--- config.mk ---
export PLATFORM = sky130hd
export DESIGN_NAME = timer2_capture_reload
export DESIGN_NICKNAME = d
export VERILOG_FILES = /design/src/shared/tmr2_pkg.sv /design/src/verilog/fall_edge_sync.sv /design/src/verilog/irq_sticky.sv /design/src/verilog/timer2_capture_reload.sv
export SDC_FILE = /design/constraint.sdc
export NUM_CORES = 1
export LEC_CHECK = 0
export BUFFER_PORTS_ARGS = -buffer_cell sky130_fd_sc_hd__buf_2
export CAP_MARGIN = 20
export CORE_ASPECT_RATIO = 0.7
export CORE_MARGIN = 2
export CORE_UTILIZATION = 25
export DETAILED_ROUTE_END_ITERATION = 8
export GPL_ROUTABILITY_DRIVEN = 0
export PLACE_DENSITY = 0.43
export SLEW_MARGIN = 25
export SYNTH_ARGS = -nofsm -noshare
export SYNTH_HDL_FRONTEND = slang
export SYNTH_SLANG_ARGS = --single-unit
export TNS_END_PERCENT = 100
--- constraint.sdc ---
create_clock -name CLK -period 2.4 [get_ports CLK]
set_clock_uncertainty 0.2 [all_clocks]
set_input_delay 0.12 -clock CLK [delete_from_list [all_inputs] [get_ports CLK]]
set_output_delay 0.12 -clock CLK [all_outputs]
set_load 0.01 [all_outputs]
--- src/shared/tmr2_pkg.sv ---
package tmr2_pkg;

  // widths
  localparam int unsigned ADDR_W = 8;
  localparam int unsigned DATA_W = 8;
  localparam int unsigned COUNT_W = 16;
  localparam int unsigned IRQ_W = 3;

  // register addresses
  localparam logic [7:0] ADDR_TIMER_CONTROL = 8'hc8;
  localparam logic [7:0] ADDR_CAPTURE_RELOAD_LOW = 8'hca;
  localparam logic [7:0] ADDR_CAPTURE_RELOAD_HIGH = 8'hcb;
  localparam logic [7:0] ADDR_COUNT_LOW = 8'hcc;
  localparam logic [7:0] ADDR_COUNT_HIGH = 8'hcd;
  localparam logic [7:0] ADDR_IRQ_STATUS = 8'hd0;
  localparam logic [7:0] ADDR_IRQ_MASK = 8'hd1;

  // timer_control field positions
  localparam int unsigned BIT_OVERFLOW_FLAG = 7;
  localparam int unsigned BIT_EXTERNAL_TRIGGER_FLAG = 6;
  localparam int unsigned BIT_RECEIVE_BAUD_CLOCK_SELECT = 5;
  localparam int unsigned BIT_TRANSMIT_BAUD_CLOCK_SELECT = 4;
  localparam int unsigned BIT_EXTERNAL_TRIGGER_ENABLE = 3;
  localparam int unsigned BIT_RUN_CONTROL = 2;
  localparam int unsigned BIT_COUNTER_SELECT = 1;
  localparam int unsigned BIT_CAPTURE_SELECT = 0;

  // interrupt status / mask field positions
  localparam int unsigned IRQ_BIT_OVERFLOW = 0;
  localparam int unsigned IRQ_BIT_TRIGGER = 1;
  localparam int unsigned IRQ_BIT_BAUD = 2;

  // reset values
  localparam logic [7:0] TIMER_CONTROL_RESET = 8'h00;
  localparam logic [15:0] COUNT_RESET = 16'h0000;
  localparam logic [15:0] CAPTURE_RELOAD_RESET = 16'h0000;
  localparam logic [7:0] READ_DATA_RESET = 8'h00;
  localparam logic [7:0] UNMAPPED_READ = 8'h00;
  localparam logic [2:0] IRQ_STATUS_RESET = 3'h0;
  localparam logic [2:0] IRQ_MASK_RESET = 3'h0;

endpackage

--- src/verilog/fall_edge_sync.sv ---
`timescale 1ns/10ps
module fall_edge_sync
  import tmr2_pkg::*;
(
  // clock and reset
  input wire logic clk,
  input wire logic resetn,
  // pin and event
  input wire logic pin,
  output logic fall
);

  typedef struct packed {
    logic meta;
    logic sync;
    logic prev;
  } sync_t;

  sync_t state_ff;
  sync_t nxt_state;

  // meta is read only by sync; edge logic sees sync and prev
  always_comb begin
    nxt_state.meta = pin;
    nxt_state.sync = state_ff.meta;
    nxt_state.prev = state_ff.sync;
  end

  // pins idle high, so reset to one avoids a false edge after release
  always_ff @(posedge clk or negedge resetn) begin
    if (!resetn) begin
      state_ff <= 3'h7;
    end else begin
      state_ff <= nxt_state;
    end
  end

  assign fall = state_ff.prev & ~state_ff.sync;

endmodule

--- src/verilog/irq_sticky.sv ---
`timescale 1ns/10ps
module irq_sticky
  import tmr2_pkg::*;
#(
  parameter int unsigned N = IRQ_W
)
(
  // clock and reset
  input wire logic clk,
  input wire logic resetn,
  // events and software access
  input wire logic [N-1:0] events,
  input wire logic status_read,
  input wire logic mask_write,
  input wire logic [N-1:0] mask_wdata,
  // state
  output logic [N-1:0] status,
  output logic [N-1:0] mask,
  output logic irq
);

  typedef struct packed {
    logic [N-1:0] status;
    logic [N-1:0] mask;
    logic irq;
  } irq_state_t;

  irq_state_t state_ff;
  irq_state_t nxt_state;

  always_comb begin
    nxt_state = state_ff;
    // an event in the clearing read cycle survives the clear
    nxt_state.status = (status_read ? '0 : state_ff.status) | events;
    if (mask_write) begin
      nxt_state.mask = mask_wdata;
    end
    nxt_state.irq = |(nxt_state.status & nxt_state.mask);
  end

  always_ff @(posedge clk or negedge resetn) begin
    if (!resetn) begin
      state_ff.status <= IRQ_STATUS_RESET[N-1:0];
      state_ff.mask <= IRQ_MASK_RESET[N-1:0];
      state_ff.irq <= 1'b0;
    end else begin
      state_ff <= nxt_state;
    end
  end

  assign status = state_ff.status;
  assign mask = state_ff.mask;
  assign irq = state_ff.irq;

endmodule

--- src/verilog/timer2_capture_reload.sv ---
`timescale 1ns/10ps
// How it works
// - count held as high and low byte pair
// - capture/reload pair: capture target, reload source
// - counter_select clear: count every system clock
// - counter_select set: count external pin falling edges
// - capture_select set: capture on enabled trigger fall
// - capture_select clear: reload on overflow, or enabled trigger fall
// - baud select forces auto-reload, ignores capture_select
module timer2_capture_reload
  import tmr2_pkg::*;
#(
  parameter int unsigned CW = COUNT_W
)
(
  // clock and reset
  input wire logic CLK,
  input wire logic RESETN,
  // register port
  input wire logic [ADDR_W-1:0] ADDR,
  input wire logic [DATA_W-1:0] WDATA,
  input wire logic WR,
  input wire logic RD,
  output logic [DATA_W-1:0] RDATA,
  // external pins
  input wire logic COUNT_PIN,
  input wire logic TRIGGER_PIN,
  // events out
  output logic IRQ,
  output logic BAUD_TICK
);

  typedef struct packed {
    logic [7:0] timer_control;
    logic [CW-1:0] count;
    logic [CW-1:0] capture_reload;
    logic [DATA_W-1:0] rdata;
    logic baud_tick;
  } timer_state_t;

  timer_state_t state_ff;
  timer_state_t nxt_state;

  logic count_fall;
  logic trigger_fall;
  logic [IRQ_W-1:0] irq_events;
  logic [IRQ_W-1:0] irq_status;
  logic [IRQ_W-1:0] irq_mask;
  logic irq_line;
  logic status_read;
  logic mask_write;

  // control decode
  logic run_control;
  logic counter_select;
  logic capture_select;
  logic external_trigger_enable;
  logic baud_mode;
  logic auto_reload;
  logic count_step;
  logic overflow;
  logic trigger_event;
  logic overflow_flag_set;

  // bus decode
  logic wr_control;
  logic wr_reload_low;
  logic wr_reload_high;
  logic wr_count_low;
  logic wr_count_high;

  // both pins are asynchronous to CLK
  fall_edge_sync count_sync (
    .clk(CLK),
    .resetn(RESETN),
    .pin(COUNT_PIN),
    .fall(count_fall)
  );

  fall_edge_sync trigger_sync (
    .clk(CLK),
    .resetn(RESETN),
    .pin(TRIGGER_PIN),
    .fall(trigger_fall)
  );

  irq_sticky #(
    .N(IRQ_W)
  ) irq_unit (
    .clk(CLK),
    .resetn(RESETN),
    .events(irq_events),
    .status_read(status_read),
    .mask_write(mask_write),
    .mask_wdata(WDATA[IRQ_W-1:0]),
    .status(irq_status),
    .mask(irq_mask),
    .irq(irq_line)
  );

  always_comb begin
    run_control = state_ff.timer_control[BIT_RUN_CONTROL];
    counter_select = state_ff.timer_control[BIT_COUNTER_SELECT];
    capture_select = state_ff.timer_control[BIT_CAPTURE_SELECT];
    external_trigger_enable =
      state_ff.timer_control[BIT_EXTERNAL_TRIGGER_ENABLE];
    baud_mode = state_ff.timer_control[BIT_RECEIVE_BAUD_CLOCK_SELECT] |
      state_ff.timer_control[BIT_TRANSMIT_BAUD_CLOCK_SELECT];
    auto_reload = baud_mode | ~capture_select;
    count_step = run_control & (counter_select ? count_fall : 1'b1);
    overflow = count_step & (state_ff.count == {CW{1'b1}});
    trigger_event = trigger_fall & external_trigger_enable;
    overflow_flag_set = overflow & ~baud_mode;
  end

  always_comb begin
    wr_control = WR & (ADDR == ADDR_TIMER_CONTROL);
    wr_reload_low = WR & (ADDR == ADDR_CAPTURE_RELOAD_LOW);
    wr_reload_high = WR & (ADDR == ADDR_CAPTURE_RELOAD_HIGH);
    wr_count_low = WR & (ADDR == ADDR_COUNT_LOW);
    wr_count_high = WR & (ADDR == ADDR_COUNT_HIGH);
    mask_write = WR & (ADDR == ADDR_IRQ_MASK);
    status_read = RD & (ADDR == ADDR_IRQ_STATUS);
    irq_events = '0;
    irq_events[IRQ_BIT_OVERFLOW] = overflow_flag_set;
    irq_events[IRQ_BIT_TRIGGER] = trigger_event;
    irq_events[IRQ_BIT_BAUD] = overflow & baud_mode;
  end

  always_comb begin
    nxt_state = state_ff;

    // counting, overflow first
    if (count_step) begin
      if (overflow && auto_reload) begin
        nxt_state.count = state_ff.capture_reload;
      end else begin
        nxt_state.count = state_ff.count + {{(CW-1){1'b0}}, 1'b1};
      end
    end

    // trigger pin: capture or reload, none while a baud clock
    if (trigger_event && !baud_mode) begin
      if (capture_select) begin
        nxt_state.capture_reload = state_ff.count;
      end else begin
        nxt_state.count = state_ff.capture_reload;
      end
    end

    // byte writes to the count pair win over counting
    if (wr_count_low) begin
      nxt_state.count[7:0] = WDATA;
    end
    if (wr_count_high) begin
      nxt_state.count[CW-1:8] = WDATA[CW-9:0];
    end

    // software load; a capture in the same cycle wins
    if (!(trigger_event && !baud_mode && capture_select)) begin
      if (wr_reload_low) begin
        nxt_state.capture_reload[7:0] = WDATA;
      end
      if (wr_reload_high) begin
        nxt_state.capture_reload[CW-1:8] = WDATA[CW-9:0];
      end
    end

    // control register; hardware flag sets win over a clearing write
    if (wr_control) begin
      nxt_state.timer_control = WDATA;
    end
    if (overflow_flag_set) begin
      nxt_state.timer_control[BIT_OVERFLOW_FLAG] = 1'b1;
    end
    if (trigger_event) begin
      nxt_state.timer_control[BIT_EXTERNAL_TRIGGER_FLAG] = 1'b1;
    end

    nxt_state.baud_tick = overflow & baud_mode;

    // read data, valid only in the cycle after the strobe
    nxt_state.rdata = READ_DATA_RESET;
    if (RD) begin
      unique case (ADDR)
        ADDR_TIMER_CONTROL: begin
          nxt_state.rdata = state_ff.timer_control;
        end
        ADDR_CAPTURE_RELOAD_LOW: begin
          nxt_state.rdata = state_ff.capture_reload[7:0];
        end
        ADDR_CAPTURE_RELOAD_HIGH: begin
          nxt_state.rdata = state_ff.capture_reload[CW-1:8];
        end
        ADDR_COUNT_LOW: begin
          nxt_state.rdata = state_ff.count[7:0];
        end
        ADDR_COUNT_HIGH: begin
          nxt_state.rdata = state_ff.count[CW-1:8];
        end
        ADDR_IRQ_STATUS: begin
          nxt_state.rdata = {{(DATA_W-IRQ_W){1'b0}}, irq_status};
        end
        ADDR_IRQ_MASK: begin
          nxt_state.rdata = {{(DATA_W-IRQ_W){1'b0}}, irq_mask};
        end
        default: begin
          nxt_state.rdata = UNMAPPED_READ;
        end
      endcase
    end
  end

  always_ff @(posedge CLK or negedge RESETN) begin
    if (!RESETN) begin
      state_ff.timer_control <= TIMER_CONTROL_RESET;
      state_ff.count <= COUNT_RESET[CW-1:0];
      state_ff.capture_reload <= CAPTURE_RELOAD_RESET[CW-1:0];
      state_ff.rdata <= READ_DATA_RESET;
      state_ff.baud_tick <= 1'b0;
    end else begin
      state_ff <= nxt_state;
    end
  end

  assign RDATA = state_ff.rdata;
  assign BAUD_TICK = state_ff.baud_tick;
  assign IRQ = irq_line;

endmodule
==> results of run 1 <==
-- report_power, final --
group | internal [W] | total, W | switching [W] | leakage (nW)
clock network | 0.000831 | 0.00133 | 0.000501 | 0.134
logic | 0.000321 | 0.000731 | 0.000410 | 1.13
registers | 0.00117 | 0.00132 | 0.000143 | 0.704
total | 0.00233 | 0.00338 | 0.00105 | 1.97
-- layout make-up --
type                       instances  area share [%]
multi-input combinational        276           41.25
sequential                        62           33.59
timing repair buffer              83           12.94
clock buffer                      11           5.231
tap                              190           5.123
clock inverter                     5           1.294
inverter                           7          0.5662
-- synth_stat cells (all sizes together), types with 4 or more instances --
cell | n | area [um2]
mux2i | 23 | 230.2
nand3 | 12 | 70.07
nor3 | 4 | 20.02
a31oi | 16 | 115.1
a22oi | 18 | 135.1
dfstp | 6 | 157.7
a211oi | 5 | 37.54
nand2 | 24 | 90.09
dfrtp | 56 | 1401
and2 | 6 | 37.54
buf | 18 | 108.9
nand4 | 7 | 58.81
a21oi | 30 | 153.9
and3 | 6 | 38.79
mux2 | 10 | 112.6
o21ai | 12 | 71.32
nor2 | 37 | 141.4
nor4 | 7 | 71.31
nand3b | 4 | 33.78
o31ai | 5 | 37.54
clkbuf | 11 | 43.79
nand2b | 4 | 25.02
inv | 7 | 26.28
xor2 | 4 | 35.03
-- registers in the layout, summed over array words and instances, names as in the netlist --
name / count
counter_select: 1
irq_unit.mask: 3
count_sync.state_ff: 1
RDATA: 8
trigger_sync.state_ff: 1
irq_unit.status: 3
state_ff: 36
irq_unit.irq: 1
count_sync.nxt_state: 2
run_control: 1
trigger_sync.nxt_state: 2
BAUD_TICK: 1
external_trigger_enable: 1
capture_select: 1
-- placed cells by master, fill, tap and decap left out, drive strengths merged, types with 7 or more instances in the layout --
| cell | synthesis | routed |
|---|---|---|
| nor2 | 37 | 37 |
| clkbuf | 11 | 11 |
| inv | 7 | 7 |
| nand2 | 24 | 24 |
| a22oi | 18 | 18 |
| nand3 | 12 | 12 |
| mux2 | 10 | 10 |
| a31oi | 16 | 16 |
| nor4 | 7 | 7 |
| mux2i | 23 | 23 |
| a21oi | 30 | 30 |
| dlygate4sd3 | 0 | 12 |
| nand4 | 7 | 7 |
| o21ai | 12 | 12 |
| dfrtp | 56 | 56 |
| buf | 18 | 71 |
-- per-layer routing --
layer | GRT usage, % | vias to the layer above | part of all wire [%]
met5 | 0 | - | 0
met4 | 4.966 | 0 | 1.3
met3 | 6.201 | 17 | 8.9
met2 | 21.43 | 132 | 38
met1 | 25.42 | 1653 | 51
li1 | - | 1531 | -
-- final timing paths --
| path | from | endpoint | slack [ns] | depth (start not counted) |
|---|---|---|---|---|
| setup / recovery | state_ff[25]$_DFF_PN0_ | state_ff[32]$_DFF_PN0_ | 0.16 | 7 |
| hold / removal | ADDR[3] | irq_unit.status[2]$_DFF_PN0_ | 0.13 | 5 |
| setup reg to reg | state_ff[25]$_DFF_PN0_ | state_ff[32]$_DFF_PN0_ | 0.16 | 7 |
| hold reg to reg | trigger_sync.nxt_state[1]$_DFF_PN1_ | trigger_sync.nxt_state[0]$_DFF_PN1_ | 0.16 | 0 |
| max in group asynchronous | RESETN | trigger_sync.state_ff[0]$_DFF_PN1_ | 1.10 | 3 |
| min in group asynchronous | RESETN | state_ff[45]$_DFFE_PN0P_ | 0.18 | 2 |
-- stage by stage --
stage / std cells / setup WS [ns] / area, um2 / util (%)
final: 634 / 0.1567 / 4641 / 32.92
after floorplan: 374 / 0.2720 / 3646 / -
after global routing: 634 / 0.03243 / 4641 / 32.92
after CTS: 633 / 0.1347 / 4621 / 32.77
after detailed placement: 605 / 0.1440 / 4198 / 29.77
after global placement: 605 / 0.1464 / 4198 / 29.77
-- worst max-delay path, delay by kind of cell (launching register included) --
| family | cells | cell delay (ns) |
|---|---|---|
| AO/OA/AOI/OAI | 3 | 0.43 |
| adder cells (fa/ha/maj) | 1 | 0.24 |
| buffers and inverters | 1 | 0.15 |
| flip-flops | 1 | 0.35 |
| AND/OR/NAND/NOR | 2 | 0.76 |
-- kinds of logic after synthesis --
family	count (synthesis)
flip-flops	62
buffers and inverters	36
AND/OR/NAND/NOR	131
multiplexers	33
adder cells (fa/ha/maj)	1
XOR/XNOR	5
AO/OA/AOI/OAI	106
-- what timing repair did --
item                                    4_1_cts  5_1_grt
hold buffers                                 12        0
setup buffers                                 0        1
resized for setup                             0        0
endpoints found under the setup margin        0        2
hold endpoints to repair                     68        0
==> metrics.yaml, run 1 <==
synth_edf_count: 0
dieArea_mm2: 0.01558
ir_drop_uv: 357.0
via_per_inst: 5.257
multi_input_area_mm2: 0.001914
ys_seq_elements: 62
drive_gt1_share_pct: 27.93
syn_to_final_growth_pct: 27.28
finalHoldViolations: 0
synthAdderAreaFrac_pct: 0.3432
finalPower_w: 0.003381
wl_per_cell_um: 19.68
rsz0062_at_grt: "no"
routed_wl_um: 12480
cts_num_sinks: 62
worstSetupPathType: "flop to flop"
clk_path_buf_depth: 2
synth-simple-area-share_pct: 21.17
placement.io_buffers: 31
slowest_stage: "or4b_4"
vias: 3333
grt_pass1_wl_um: 19440
fp.dieW_um: 148.3
clock.fmax_mhz: 445.8
p_leak_nw: 1.968
cap_violations: 0
setup_viol: 0
synth_top_family_by_area: "simple AND/OR/NAND/NOR gates"
fin_setup_tns_ns: 0
h-tree-depth: 3
worstPathRequired_ns: 2.43
netlist_area_mm2: 0.003646
tightest_slew_ns: 0.7292
yosysSeqAreaShare_pct: 42.76
antenna_left: 0
slew_viol_final: 0
grt_pass1_vias: 3219
ioPinCount: 32
yosys_warnings: 0
ys.flop_type: "dfrtp_1"
path_clk_slew_ns: 0.06
synth_compound_area_share_pct: 20.21
synth-xor-area-share_pct: 1.201
nNetsFinal: 462
cts_tree: "yes"
yosysUniqueCellTypes: 70
start_kind: "flop"
clk_latency_ns: 0.34
ys_async_sr_fraction_pct: 100.0
cp_max_fo: 10
grt_max_degree: 36
status: "finished, final reports clean"
fillCellCount: 1461
holdWs_ns: 0.1288
cts_buffers: 9
drc: 0
min_period_ns: 2.243
syn_nets: 397
critPathArrivalTime_ns: 2.27
antenna_cells: 0
hold_class: "input pin to flop"
die_y_um: 105.0
start_util_pct: 25.86
root_buffer: "clkbuf_16"
rows: 36
min_period_over_period_pct: 93.47
dp_hpwl_um: 9292
slew_headroom_pct: 51.39
grtUsageTotal_pct: 16.72
synthCells: 374
synth_area_per_cell_um2: 9.749
end_kind: "flop"
slowest_delay_ns: 0.59
ff_latch_area_mm2: 0.001559
core_area_mm2: 0.01410
synthMuxAreaShare_pct: 9.403
grt_antenna_before_repair: 0
p_per_area_mw_per_mm2: 728.5
drt-pass1-iter-count: 5
worstPathCellList: "ha_1, nand3_2, or4b_4, o21ai_4, buf_12, a21oi_2, a22o_1"
drtIter0Drc: 278
grt-ovfl-total: 0
Power figures use the tool's default switching activity.
==> inputs of run 2 (changes only) <==
SYNTH_HIERARCHICAL = 1   (was default)
==> run 2 against run 1 <==
  * Via count down 4.9%
  * Cell count down 2.1%
  * First-iteration DRC count down 12%
  * Worst setup slack worse by 0.025 ns
  * Global-route usage down 0.27 points
  * Clock power up 6%
  * Utilization down 0.37 points
  * Critical endpoint is now state_ff[36]$_DFF_PN0_
==> metrics.yaml, run 2 <==
status: "finished, final reports clean"  # unchanged
nNetsFinal: 449  # was 462
holdWs_ns: 0.03683  # was 0.1288 ns
synthCells: 359  # was 374
fillCellCount: 1463  # was 1461
min_period_over_period_pct: 94.53  # was 93.47%
final_common_cell: "dfrtp_1"  # unchanged
intPower_w: 0.002475  # was 0.002327 W
worstSetupPathType: "flop to flop"  # unchanged
synth-xor-area-share_pct: 1.757  # was 1.201%
p_sw_share_pct: 30.62  # was 31.17%
synth_edf_count: 0  # unchanged
cts_tree: "yes"  # unchanged
h-tree-depth: 3  # unchanged
met2WireLength_um: 4712  # was 4798 um
rr_startpoint: "count_sync/state_ff[0]$_DFF_PN1_"  # was state_ff[25]$_DFF_PN0_
setup_viol: 0  # unchanged
vias: 3170  # was 3333
synthTopCellsByArea: "dfrtp_1 (40%), nand2_1 (4.6%), dfstp_2 (4.5%)"  # was dfrtp_1 (38%), mux2i_1 (6.3%), dfstp_2 (4.3%)
cts_num_sinks: 62  # unchanged
largest_reg_flops: 36  # unchanged
tightest_slew_ns: 0.7143  # was 0.7292 ns
clk_path_buf_depth: 2  # unchanged
reg2reg_slack_ns: 0.13  # was 0.16 ns
ys.flop_type: "dfrtp_1"  # unchanged
cts_buffers: 9  # unchanged
synth-simple-area-share_pct: 25.78  # was 21.17%
timing.final.ws_setup_ns: 0.1312  # was 0.1567 ns
pwr-share-seq_pct: 39.1  # was 39.0%
end_kind: "flop"  # unchanged
dp_hpwl_um: 8702  # was 9292 um
grt_antenna_before_repair: 0  # unchanged
synth_most_common_cell: "dfrtp_1"  # unchanged
rows: 36  # unchanged
clock.fmax_mhz: 440.8  # was 445.8 MHz
drive_gt1_share_pct: 28.31  # was 27.93%
clk_latency_ns: 0.34  # about the same
dp_slack_ns: 0.1422  # was 0.1440 ns
fin_setup_tns_ns: 0  # unchanged
top_layer_used: "met4"  # unchanged
via_per_inst: 5.105  # was 5.257
clkPwrFrac_pct: 39.4  # about the same
root_buffer: "clkbuf_16"  # unchanged
slowest_stage: "dfstp_2"  # was or4b_4
ff_latch_area_mm2: 0.001559  # unchanged
synthMuxAreaShare_pct: 7.888  # was 9.403%
worstPathCellList: "nor2b_4, and2b_2, nand2b_1, nor3_1, nand4_1, xnor2_1, a221o_1"  # was ha_1, nand3_2, or4b_4, o21ai_4, buf_12, a21oi_2, a22o_1
synth_area_per_cell_um2: 9.720  # was 9.749 um2
fp.dieW_um: 145.2  # was 148.3 um
slew_viol_final: 0  # unchanged
post-route-util_pct: 32.54  # was 32.92%
ys_async_sr_fraction_pct: 100.0  # unchanged
dieArea_mm2: 0.01493  # was 0.01558 mm2
min_from: "RD"  # was ADDR[3]
layout_common_cells: "dfrtp_1 (56), nand2_1 (43), buf_4 (36)"  # was dfrtp_1 (56), buf_4 (38), nor2_1 (36)
cap_violations: 0  # unchanged
drt-pass1-iter-count: 8  # was 5
die_y_um: 102.9  # was 105.0 um
grt_pass1_vias: 2966  # was 3219
wl_per_cell_um: 19.00  # was 19.68 um
path_buf_inv: 0  # was 1
slowest_delay_ns: 0.51  # was 0.59 ns
ioPinCount: 32  # unchanged
syn_nets: 382  # was 397
ys_seq_elements: 62  # unchanged
synth_compound_area_share_pct: 15.31  # was 20.21%
p_leak_nw: 1.986  # was 1.968 nW
drc: 0  # unchanged
post-synth-top-area-fraction_pct: 40.16  # was 38.44%
grtUsageTotal_pct: 16.45  # was 16.72%
cp-startpoint: "count_sync/state_ff[0]$_DFF_PN1_"  # was state_ff[25]$_DFF_PN0_
yosys_warnings: 6  # was 0
p_per_area_mw_per_mm2: 795.3  # was 728.5 mW/mm2
yosysSeqAreaShare_pct: 44.68  # was 42.76%
ir_drop_uv: 398.3  # was 357.0 uV
hold_class: "input pin to flop"  # unchanged
min_period_ns: 2.269  # was 2.243 ns
synthAdderAreaFrac_pct: 0.3586  # was 0.3432%
netlist_area_mm2: 0.003490  # was 0.003646 mm2
synth_common_cells: "dfrtp_1 (56), nand2_1 (43), nor2_1 (34)"  # was dfrtp_1 (56), nor2_1 (36), a21oi_1 (29)
grt_pass1_wl_um: 18310  # was 19440 um
yosysUniqueCellTypes: 61  # was 70
regMostFlops: "state_ff"  # unchanged
path_clk_slew_ns: 0.05  # was 0.06 ns
antenna_cells: 0  # unchanged
synth_top_family_by_area: "simple AND/OR/NAND/NOR gates"  # unchanged
yosysTopAreaCell: "dfrtp_1"  # unchanged
finalHoldViolations: 0  # unchanged
grt_max_degree: 29  # was 36
post_cts_buffers: 0  # unchanged
critPathArrivalTime_ns: 2.29  # was 2.27 ns
cp_max_fo: 5  # was 10
start_util_pct: 25.32  # was 25.86%
syn_to_final_growth_pct: 28.54  # was 27.28%
multi_input_area_mm2: 0.001792  # was 0.001914 mm2
comb_power_share_pct: 21.5  # was 21.6%
switchingPower_w: 0.001092  # was 0.001054 W
met3WireLength_um: 813  # was 1109 um
start_kind: "flop"  # unchanged
worstPathRequired_ns: 2.42  # was 2.43 ns
antenna_left: 0  # unchanged
rsz0062_at_grt: "no"  # unchanged
core_area_mm2: 0.01378  # was 0.01410 mm2
wl_met1_um: 6137  # was 6403 um
finalPower_w: 0.003567  # was 0.003381 W
grt-ovfl-total: 0  # unchanged
crit_family: "simple AND/OR/NAND/NOR gates"  # unchanged
drtIter0Drc: 244  # was 278
slew_headroom_pct: 52.38  # was 51.39%
placement.io_buffers: 31  # unchanged
routed_wl_um: 11800  # was 12480 um
[run 2: cell types whose count changed after synthesis, sizes merged, moves of 5 or more]
cell | previous run | this run
nand2 | 24 | 44
nand3 | 12 | 24
a21oi | 30 | 21
mux2i | 23 | 14
a22oi | 18 | 12
nor3 | 4 | 10
a222oi | 0 | 5
clkbuf | 11 | 6
xnor2 | 1 | 6
[run 2: layout make-up]
class / count / area share (%)
Multi-Input combinational cell: 269 / 39.94
Sequential cell: 62 / 34.76
Clock inverter: 4 / 1.562
Clock buffer: 12 / 5.495
Inverter: 4 / 0.3347
Timing Repair Buffer: 80 / 12.61
Tap cell: 190 / 5.300
[run 2: what timing repair did]
action	4_1_cts	5_1_grt
hold buffers	12	0
hold endpoints to repair	68	0
resized for setup	0	1
endpoints found under the setup margin	0	1
[run 2: tightest hold or removal path, cell delays in order]
cell and delay, ns:
buf_2 0.11, nand2_1 0.05, nor2_1 0.04, inv_1 0.08
a21o_1 0.13
[run 2: per-layer routing]
| layer | up-vias | GRT usage [%] |
|---|---|---|
| met3 | 13 | 4.071 |
| met1 | 1593 | 24.88 |
| met5 | - | 0 |
| met4 | 0 | 4.525 |
| li1 | 1452 | - |
| met2 | 112 | 23.08 |
[run 2: stage by stage]
stage	instances	area, um2
2_1_floorplan	359	3490
3_3_place_gp	593	4040
3_5_place_dp	593	4040
4_1_cts	621	4477
5_1_grt	621	4486
6_report	621	4486
[run 2: cells by family (layout without fill, tap and decap cells)]
kind of cell | count (synthesis) | after routing
buffers and inverters | 28 | 100
AOI/OAI and AO/OA | 79 | 79
adders and majority gates | 1 | 1
muxes | 25 | 25
DFF | 62 | 62
xor gates and xnor gates | 7 | 7
and+or+nand+nor | 157 | 157
[run 2: power by group through the flow]
stage	sequential [W]	clock, W	combinational, W
global placement	0.00141	0	0.000745
global route	0.00141	0.00147	0.000835
floorplan	0.00136	0	0.000438
detailed placement	0.00140	0	0.000732
CTS	0.00138	0.00144	0.000750
finish	0.00139	0.00141	0.000768
[run 2: worst paths after layout]
check                                                      end  cells past startpoint
max                                     state_ff[36]$_DFF_PN0_                      7
min                               irq_unit/status[1]$_DFF_PN0_                      5
max reg2reg                             state_ff[36]$_DFF_PN0_                      7
min reg2reg                trigger_sync/nxt_state[0]$_DFF_PN1_                      0
max in group asynchronous     count_sync/state_ff[0]$_DFF_PN1_                      3
min in group asynchronous               state_ff[19]$_DFF_PN0_                      2
